## config.mk

```make
export PLATFORM = sky130hd
export DESIGN_NAME = cvs_top
export DESIGN_NICKNAME = d
export VERILOG_FILES = /design/src/hdl/cvs_pkg.sv /design/src/hdl/cvs_top.sv /design/src/hdl/cvs_sync_gate.sv /design/src/hdl/cvs_vref_tap.sv
export VERILOG_INCLUDE_DIRS = /design/src /design/src/hdl
export SDC_FILE = /design/constraint.sdc
export NUM_CORES = 1
export LEC_CHECK = 0
export BUFFER_PORTS_ARGS = -buffer_cell sky130_fd_sc_hd__buf_2
export CAP_MARGIN = 20
export CELL_PAD_IN_SITES_DETAIL_PLACEMENT = 1
export CELL_PAD_IN_SITES_GLOBAL_PLACEMENT = 2
export CORE_MARGIN = 10
export CORE_UTILIZATION = 28
export DETAILED_ROUTE_END_ITERATION = 10
export PLACE_DENSITY = 0.83
export SLEW_MARGIN = 10
export SYNTH_ARGS = -nofsm -noshare
export SYNTH_HDL_FRONTEND = slang
export SYNTH_HIERARCHICAL = 1
export SYNTH_SLANG_ARGS = --single-unit
```

## constraint.sdc

```tcl
create_clock -name aclk -period 2.85 [get_ports aclk]
set_input_delay 0.4275 -clock aclk [delete_from_list [all_inputs] [get_ports aclk]]
set_output_delay 0.4275 -clock aclk [all_outputs]
set_load 0.03 [all_outputs]
```

## src/hdl/cvs_cfg.svh

```systemverilog
/*
 * Constants of the comparator sync and reference control block: register
 * offsets, field positions, reset values and ladder tap arithmetic.
 * Assumes it is included by the design files that need these values.
 */
`ifndef CVS_CFG_SVH
`define CVS_CFG_SVH

// Register byte offsets on the AXI4-Lite port.
`define CVS_SYNC_OFS     4'h0
`define CVS_VREF_OFS     4'h4
`define CVS_STAT_OFS     4'h8

// Sync and gate select register.
`define CVS_SYNC_BIT     0
`define CVS_GSEL_BIT     1
`define CVS_SYNC_RST     8'h02
`define CVS_SYNC_MASK    8'h03

// Voltage reference control register.
`define CVS_REFERENCE_ENABLE_BIT     7
`define CVS_VRR_BIT      5
`define CVS_VLVL_LSB     0
`define CVS_VREF_RST     8'h00
`define CVS_VREF_MASK    8'hAF

// Status register fields.
`define CVS_ST_PATH_BIT  0
`define CVS_ST_LATCH_BIT 1
`define CVS_ST_GATE_BIT  2

// Tap ratio in 96ths of the ladder supply.
`define CVS_LOW_STEP     7'h04
`define CVS_HIGH_BASE    7'h18
`define CVS_HIGH_STEP    7'h03

// AXI responses.
`define CVS_RESP_OKAY    2'h0
`define CVS_RESP_SLVERR  2'h2

`endif

```

## src/hdl/cvs_pkg.sv

```systemverilog
/*
 * Types shared by the comparator sync and reference control block.
 * Assumes nothing of its surroundings.
 */
`default_nettype none

package cvs_pkg;

   // Read address decode result.
   typedef enum logic [1:0] {
      CVS_REG_SYNC,
      CVS_REG_VREF,
      CVS_REG_STAT,
      CVS_REG_NONE
   } cvs_reg_t;

endpackage

`default_nettype wire

```

## src/hdl/cvs_top.sv

```systemverilog
/*
 * Comparator output synchroniser, timer gate select and comparator
 * reference control, with registers on an AXI4-Lite slave.
 * Assumes one clock aclk, a synchronous active-low reset, and that the
 * prescaled timer clock, comparator outputs and gate pin arrive
 * asynchronously from outside the aclk domain.
 */
// What this block does
// - Latch comparator on timer clock falling edge.
// - Latch uses prescaled timer clock.
// - Timer counts rising, latch updates falling.
// - Bit 0 selects latched or asynchronous output.
// - Bit 1 selects gate pin; resets one.
// - Two-comparator variant gates second comparator only.
// - Sync register bits 7-2 read zero.
// - Enable powers ladder; off grounds reference.
// - Reference ignores comparator mode.
// - Range bit one selects low range.
// - Level gives n/24 or 1/4+n/32.
// - Reference register bits 6 and 4 read zero.
`default_nettype none
`include "cvs_cfg.svh"

module cvs_top #(
   parameter int ADDR_W  = 4,
   parameter bit TWO_CMP = 1'b1
) (
   // Clock and reset.
   input  wire logic              aclk,
   input  wire logic              aresetn,
   // AXI4-Lite write address.
   input  wire logic [ADDR_W-1:0] awaddr,
   input  wire logic              awvalid,
   output logic                   awready,
   // AXI4-Lite write data.
   input  wire logic [31:0]       wdata,
   input  wire logic [3:0]        wstrb,
   input  wire logic              wvalid,
   output logic                   wready,
   // AXI4-Lite write response.
   output logic [1:0]             bresp,
   output logic                   bvalid,
   input  wire logic              bready,
   // AXI4-Lite read address.
   input  wire logic [ADDR_W-1:0] araddr,
   input  wire logic              arvalid,
   output logic                   arready,
   // AXI4-Lite read data.
   output logic [31:0]            rdata,
   output logic [1:0]             rresp,
   output logic                   rvalid,
   input  wire logic              rready,
   // Analog core and pins.
   input  wire logic              cmp1_out,
   input  wire logic              cmp2_out,
   input  wire logic              timer_clk_prescaled,
   input  wire logic              external_gate_pin,
   // Toward the gated timer.
   output logic                   timer_gate,
   output logic                   timer_tick,
   output logic                   comparator_sync_out,
   // Toward the reference ladder.
   output logic                   reference_power,
   output logic [6:0]             comparator_reference_voltage
);
   if (ADDR_W < 4) begin : g_addr_chk
      $error("ADDR_W must be at least 4");
   end

   // Pin synchronisers: bit 0 cmp1, 1 cmp2, 2 timer clock, 3 gate pin.
   logic [3:0] pin_raw;
   logic [3:0] pin_meta_ff;
   logic [3:0] pin_sync_ff;

   assign pin_raw = {external_gate_pin, timer_clk_prescaled, cmp2_out, cmp1_out};

   always_ff @(posedge aclk) begin
      if (!aresetn) begin
         pin_meta_ff <= 4'h0;
         pin_sync_ff <= 4'h0;
      end else begin
         pin_meta_ff <= pin_raw;
         pin_sync_ff <= pin_meta_ff;
      end
   end

   // Only the second comparator reaches the gate on the two-comparator part.
   logic gate_cmp;
   assign gate_cmp = TWO_CMP ? pin_sync_ff[1] : pin_sync_ff[0];

   // Registers.
   logic [7:0] sync_reg_ff;
   logic [7:0] vref_reg_ff;

   // Write channel state.
   logic [ADDR_W-1:0] wr_addr_ff;
   logic [7:0]        wr_data_ff;
   logic              wr_lane_ff;
   logic              aw_ready_ff;
   logic              w_ready_ff;
   logic              b_valid_ff;
   logic [1:0]        b_resp_ff;
   logic              wr_go;
   logic              wr_hit_sync;
   logic              wr_hit_vref;
   logic              wr_hit_stat;

   assign wr_go       = !aw_ready_ff && !w_ready_ff && !b_valid_ff;
   assign wr_hit_sync = wr_addr_ff[3:0] == `CVS_SYNC_OFS && (wr_addr_ff >> 4) == '0;
   assign wr_hit_vref = wr_addr_ff[3:0] == `CVS_VREF_OFS && (wr_addr_ff >> 4) == '0;
   assign wr_hit_stat = wr_addr_ff[3:0] == `CVS_STAT_OFS && (wr_addr_ff >> 4) == '0;

   always_ff @(posedge aclk) begin
      if (!aresetn) begin
         aw_ready_ff <= 1'b1;
         wr_addr_ff  <= '0;
      end else if (awvalid && aw_ready_ff) begin
         aw_ready_ff <= 1'b0;
         wr_addr_ff  <= awaddr;
      end else if (b_valid_ff && bready) begin
         aw_ready_ff <= 1'b1;
      end
   end

   always_ff @(posedge aclk) begin
      if (!aresetn) begin
         w_ready_ff <= 1'b1;
         wr_data_ff <= 8'h00;
         wr_lane_ff <= 1'b0;
      end else if (wvalid && w_ready_ff) begin
         w_ready_ff <= 1'b0;
         wr_data_ff <= wdata[7:0];
         wr_lane_ff <= wstrb[0];
      end else if (b_valid_ff && bready) begin
         w_ready_ff <= 1'b1;
      end
   end

   always_ff @(posedge aclk) begin
      if (!aresetn) begin
         b_valid_ff <= 1'b0;
         b_resp_ff  <= `CVS_RESP_OKAY;
      end else if (wr_go) begin
         b_valid_ff <= 1'b1;
         if (wr_hit_sync || wr_hit_vref || wr_hit_stat) b_resp_ff <= `CVS_RESP_OKAY;
         else b_resp_ff <= `CVS_RESP_SLVERR;
      end else if (b_valid_ff && bready) begin
         b_valid_ff <= 1'b0;
      end
   end

   // Unimplemented bits are masked so they never hold a one.
   always_ff @(posedge aclk) begin
      if (!aresetn) sync_reg_ff <= `CVS_SYNC_RST;
      else if (wr_go && wr_hit_sync && wr_lane_ff)
         sync_reg_ff <= wr_data_ff & `CVS_SYNC_MASK;
   end

   always_ff @(posedge aclk) begin
      if (!aresetn) vref_reg_ff <= `CVS_VREF_RST;
      else if (wr_go && wr_hit_vref && wr_lane_ff)
         vref_reg_ff <= wr_data_ff & `CVS_VREF_MASK;
   end

   // Synchroniser and gate mux.
   logic latched;
   logic path;
   logic gate;
   logic tick;

   cvs_sync_gate u_sync_gate (
      .aclk         (aclk),
      .aresetn      (aresetn),
      .tclk_s       (pin_sync_ff[2]),
      .cmp_s        (gate_cmp),
      .ext_s        (pin_sync_ff[3]),
      .sync_en      (sync_reg_ff[`CVS_SYNC_BIT]),
      .gate_pin_sel (sync_reg_ff[`CVS_GSEL_BIT]),
      .latched_ff   (latched),
      .path_ff      (path),
      .gate_ff      (gate),
      .tick_ff      (tick)
   );

   // Reference ladder.
   logic       vr_power;
   logic [6:0] vr_ratio;

   cvs_vref_tap u_vref_tap (
      .aclk      (aclk),
      .aresetn   (aresetn),
      .enable    (vref_reg_ff[`CVS_REFERENCE_ENABLE_BIT]),
      .range_low (vref_reg_ff[`CVS_VRR_BIT]),
      .level     (vref_reg_ff[`CVS_VLVL_LSB +: 4]),
      .power_ff  (vr_power),
      .ratio_ff  (vr_ratio)
   );

   assign timer_gate                   = gate;
   assign timer_tick                   = tick;
   assign comparator_sync_out          = path;
   assign reference_power              = vr_power;
   assign comparator_reference_voltage = vr_ratio;

   // Read channel.
   logic              ar_ready_ff;
   logic              r_valid_ff;
   logic [31:0]       r_data_ff;
   logic [1:0]        r_resp_ff;
   cvs_pkg::cvs_reg_t rd_sel;
   logic [7:0]        stat_val;

   always_comb begin
      if ((araddr >> 4) != '0) rd_sel = cvs_pkg::CVS_REG_NONE;
      else if (araddr[3:0] == `CVS_SYNC_OFS) rd_sel = cvs_pkg::CVS_REG_SYNC;
      else if (araddr[3:0] == `CVS_VREF_OFS) rd_sel = cvs_pkg::CVS_REG_VREF;
      else if (araddr[3:0] == `CVS_STAT_OFS) rd_sel = cvs_pkg::CVS_REG_STAT;
      else rd_sel = cvs_pkg::CVS_REG_NONE;
   end

   always_comb begin
      stat_val                    = 8'h00;
      stat_val[`CVS_ST_PATH_BIT]  = path;
      stat_val[`CVS_ST_LATCH_BIT] = latched;
      stat_val[`CVS_ST_GATE_BIT]  = gate;
   end

   always_ff @(posedge aclk) begin
      if (!aresetn) begin
         ar_ready_ff <= 1'b1;
         r_valid_ff  <= 1'b0;
         r_data_ff   <= 32'h0000_0000;
         r_resp_ff   <= `CVS_RESP_OKAY;
      end else if (arvalid && ar_ready_ff) begin
         ar_ready_ff <= 1'b0;
         r_valid_ff  <= 1'b1;
         r_resp_ff   <= `CVS_RESP_OKAY;
         case (rd_sel)
            cvs_pkg::CVS_REG_SYNC: r_data_ff <= {24'h00_0000, sync_reg_ff};
            cvs_pkg::CVS_REG_VREF: r_data_ff <= {24'h00_0000, vref_reg_ff};
            cvs_pkg::CVS_REG_STAT: r_data_ff <= {24'h00_0000, stat_val};
            default: begin
               r_data_ff <= 32'h0000_0000;
               r_resp_ff <= `CVS_RESP_SLVERR;
            end
         endcase
      end else if (r_valid_ff && rready) begin
         ar_ready_ff <= 1'b1;
         r_valid_ff  <= 1'b0;
      end
   end

   assign awready = aw_ready_ff;
   assign wready  = w_ready_ff;
   assign bvalid  = b_valid_ff;
   assign bresp   = b_resp_ff;
   assign arready = ar_ready_ff;
   assign rvalid  = r_valid_ff;
   assign rdata   = r_data_ff;
   assign rresp   = r_resp_ff;
endmodule // cvs_top

`default_nettype wire

```

## src/hdl/cvs_sync_gate.sv

```systemverilog
/*
 * Comparator output latch on the falling edge of the prescaled timer clock,
 * and the timer gate source mux. Assumes all inputs are already
 * synchronised to aclk.
 */
`default_nettype none

module cvs_sync_gate (
   // Clock and reset.
   input  wire logic aclk,
   input  wire logic aresetn,
   // Synchronised inputs.
   input  wire logic tclk_s,
   input  wire logic cmp_s,
   input  wire logic ext_s,
   // Control.
   input  wire logic sync_en,
   input  wire logic gate_pin_sel,
   // Results.
   output logic      latched_ff,
   output logic      path_ff,
   output logic      gate_ff,
   output logic      tick_ff
);
   logic tclk_d_ff;
   logic fall_evt;
   logic rise_evt;
   logic nxt_path;

   assign fall_evt = tclk_d_ff & ~tclk_s;
   assign rise_evt = ~tclk_d_ff & tclk_s;
   assign nxt_path = sync_en ? latched_ff : cmp_s;

   always_ff @(posedge aclk) begin
      if (!aresetn) tclk_d_ff <= 1'b0;
      else tclk_d_ff <= tclk_s;
   end

   always_ff @(posedge aclk) begin
      if (!aresetn) latched_ff <= 1'b0;
      else if (fall_evt) latched_ff <= cmp_s;
   end

   // Counter tick on the opposite edge to the latch.
   always_ff @(posedge aclk) begin
      if (!aresetn) tick_ff <= 1'b0;
      else tick_ff <= rise_evt;
   end

   always_ff @(posedge aclk) begin
      if (!aresetn) begin
         path_ff <= 1'b0;
         gate_ff <= 1'b1;
      end else begin
         path_ff <= nxt_path;
         gate_ff <= gate_pin_sel ? ext_s : nxt_path;
      end
   end
endmodule // cvs_sync_gate

`default_nettype wire

```

## src/hdl/cvs_vref_tap.sv

```systemverilog
/*
 * Reference ladder tap selection: power, range and level to a tap ratio
 * in 96ths of the ladder supply. Assumes register inputs on aclk.
 */
`default_nettype none
`include "cvs_cfg.svh"

module cvs_vref_tap (
   // Clock and reset.
   input  wire logic       aclk,
   input  wire logic       aresetn,
   // Control.
   input  wire logic       enable,
   input  wire logic       range_low,
   input  wire logic [3:0] level,
   // Ladder drive.
   output logic            power_ff,
   output logic [6:0]      ratio_ff
);
   logic [6:0] lvl7;
   assign lvl7 = {3'h0, level};

   // Independent of the comparator mode: nothing else feeds this path.
   always_ff @(posedge aclk) begin
      if (!aresetn) begin
         power_ff <= 1'b0;
         ratio_ff <= 7'h00;
      end else begin
         power_ff <= enable;
         if (!enable) ratio_ff <= 7'h00;
         else if (range_low) ratio_ff <= 7'(lvl7 * `CVS_LOW_STEP);
         else ratio_ff <= 7'(`CVS_HIGH_BASE + lvl7 * `CVS_HIGH_STEP);
      end
   end
endmodule // cvs_vref_tap

`default_nettype wire

```

==> impl_metrics.csv <==
group,metric,value,unit
global_routing,grt_pass1_vias,1780,
global_routing,grt_pass1_wl,8860,um
clock_network,clk_path_buf_depth,2,
finish,fillers,948,
timing,slew_viol_final,0,
finish,drive_gt1_frac,0.212,
clock_network,post_cts_resized,0,
timing,setup_viol,0,
floorplan,die_area,12100,um^2
place,placed_cell_area,2490,um^2
clock_network,cts.sinks,51,
finish,diodes,0,
floorplan,die_w,110,um
synth,synth_common_cells,"dfxtp_1, nand2_1, buf_4",
setup_path,cp.arrival,2.35,ns
route,ant_nets,0,
floorplan,initial_core_util,0.291,
setup_path,worstPathRequired,3.08,ns
timing,period_needed,2.13,ns
timing,post-route-period-util,0.746,
setup_path,rr_startpoint,"vref_reg_ff[2]",
setup_path,crit_path_cell_trace,"ha_1 -> inv_1 -> fa_1 -> or3b_1 -> a2111o_1 -> o21ai_0",
setup_path,cp_slowest_stage_delay,0.47,ns
setup_path,endpoint_kind,"flip-flop",
synth,synth_edf_count,0,
setup_path,worst_setup_path_start_kind,"flip-flop",
route,routed_wl,5440,um
synth,synth_area_leaders,"dfxtp_1, buf_4, mux2i_1",
clock_network,clk-insertion-delay-late,0.31,ns
timing,hold_viol,0,
power,p_leak,0.00115,uW
synth,seq_area_frac_synth,0.452,
synth,synthCells,244,
route,avgViaCountPerCell,4.31,
finish,syn_to_final_growth,15.4,%
floorplan,core,7770,um^2
timing,max_freq,470,MHz
timing,fin_tns_setup,0,ns
clock_network,clk_pin_slew,0.10,ns
floorplan,num_rows,32,
global_routing,antenna_found_initial,0,
place,gp_congestion,0.743,
setup_path,rrSetupSlack,0.72,ns
worst_hold_path,min_from,"external_gate_pin",
route,route.detailed.drc,0,
synth,synth_area,2260,um^2
route,dr.pass1.iters,4,
setup_path,path_max_fanout,6,
power,ir_drop,0.294,mV
synth,yosysWarnings,6,
global_routing,grt.overflow.total,0,
synth,synthArstFlopShare,0,
synth,syn_avg_cell_area,9.25,um^2
worst_hold_path,hp-class,"in2reg",
clock_network,numCtsBuffers,5,
finish,fin_nets,353,
setup_path,path_class,"reg2reg",
flow_run,max_cap_violations,0,
synth,ys_ff_latch,51,
clock_network,cts_post_setup_buffers_inserted,0,
floorplan,die_y,110,um
route,via_count,1700,
clock_network,hold_buffers,0,
floorplan,io_pins,107,
run_status,status,"complete, no violations",
synth,ys_types,38,
place,hpwlAfterDp,4270,um
clock_network,cts_root_buf,"clkbuf_8",
finish,fin_area,2600,um^2
global_routing,track_usage,0.0916,
clock_network,cts_tree,"built",
setup_path,worstSetupStartpoint,"vref_reg_ff[2]",
synth,synth_top_area_cell,"dfxtp_1",
route,drt_iter0_markers,35,
setup_path,cpMaxStageDelayCell,"dfxtp_1",
place,numPortBuffers,48,
synth,yosys_most_used_dff,"dfxtp_1",
power,p_total,1430,uW
clock_network,cts_max_level,2,
timing,finClkSkew,0.0111,ns
route,routedWlPerCell,13.8,um
synth,netlist.area_leader.share,0.452,
timing,whs,0.318,ns
power,p_per_area,550,nW/um^2
synth,synth.most_common_cell,"dfxtp_1",
global_routing,grt_max_degree,29,
timing,rsz0062_at_grt,"false",
cells in the final DEF, fill, tap and decap left out, drive strengths merged, types with 2 or more instances in the layout:
| cell | instances |
|---|---|
| nor3 | 2 |
| nor2 | 7 |
| and3b | 2 |
| mux2i | 13 |
| buf | 50 |
| ha | 5 |
| and2 | 11 |
| a21boi | 9 |
| nand2 | 34 |
| nand3 | 13 |
| a32oi | 3 |
| inv | 11 |
| conb | 28 |
| a21oi | 9 |
| nand2b | 2 |
| clkbuf | 5 |
| dfxtp | 51 |
| o21ai | 8 |
| fa | 2 |
| nor2b | 10 |
| a211oi | 2 |
| a2bb2oi | 2 |
metal layers:
layer | global-route usage | wire length, um | up-vias | share of wire
met5 | 0 | 0 | - | 0
met4 | 0.0232 | 42 | 0 | 0.0077
met3 | 0.0427 | 489 | 4 | 0.090
met2 | 0.149 | 2540 | 49 | 0.47
met1 | 0.107 | 2370 | 798 | 0.44
li1 | - | - | 849 | -
through the flow:
step | instances | util | setup slack, ns
finish | 394 | 0.335 | 0.724
detailed placement | 386 | 0.320 | 0.739
CTS | 394 | 0.335 | 0.702
global placement | 386 | 0.320 | 0.769
floorplan | 271 | - | 0.954
global route | 394 | 0.335 | 0.606
worst max-delay path, delay by kind of cell (launching register included):
family / cells / cell delay (ns)
AOI/OAI and AO/OA: 2 / 0.51
and+or+nand+nor: 1 / 0.38
buffers and inverters: 1 / 0.08
DFF: 1 / 0.47
adders and majority gates: 2 / 0.62
cell families after synthesis:
| family | share of synthesized area |
|---|---|
| simple gates | 0.205 |
| flops | 0.452 |
| buf+inv | 0.129 |
| compound gates | 0.105 |
| mux | 0.0576 |
| fa+ha+maj | 0.0455 |
| other cells | 0.00166 |
| xor+xnor | 0.00388 |
cell type report:
type	count	area [um^2]	share of cell area
multi-input cells	173	1050	0.402
flip-flops and latches	51	1020	0.392
repair buffers	50	255	0.0980
well taps	102	128	0.0490
clock buffers	5	68.8	0.0264
clock inverters	3	46.3	0.0178
inverters	10	37.5	0.0144
flip-flops by register name, indices dropped and copies added, names as in the netlist, 2 cells and up:
signal and cells:
pin_meta_ff 3, pin_sync_ff 3, rdata 6, sync_reg_ff 2
u_vref_tap/ratio_ff 7, vref_reg_ff 6, wr_addr_ff 4, wr_data_ff 6
report_power, final:
group | switching, uW | internal [uW] | total, uW | leakage (uW)
Sequential | 17.5 | 736 | 753 | 0.000416
Clock | 252 | 265 | 516 | 0.0000548
Combinational | 119 | 44.4 | 163 | 0.000677
final timing paths:
kind / endpoint / cells after the start
max: u_vref_tap/ratio_ff[5] / 6
min: pin_meta_ff[3] / 2
max reg2reg: u_vref_tap/ratio_ff[5] / 6
min reg2reg: pin_sync_ff[3] / 1
No activity file was read; power rests on OpenSTA's default activity.
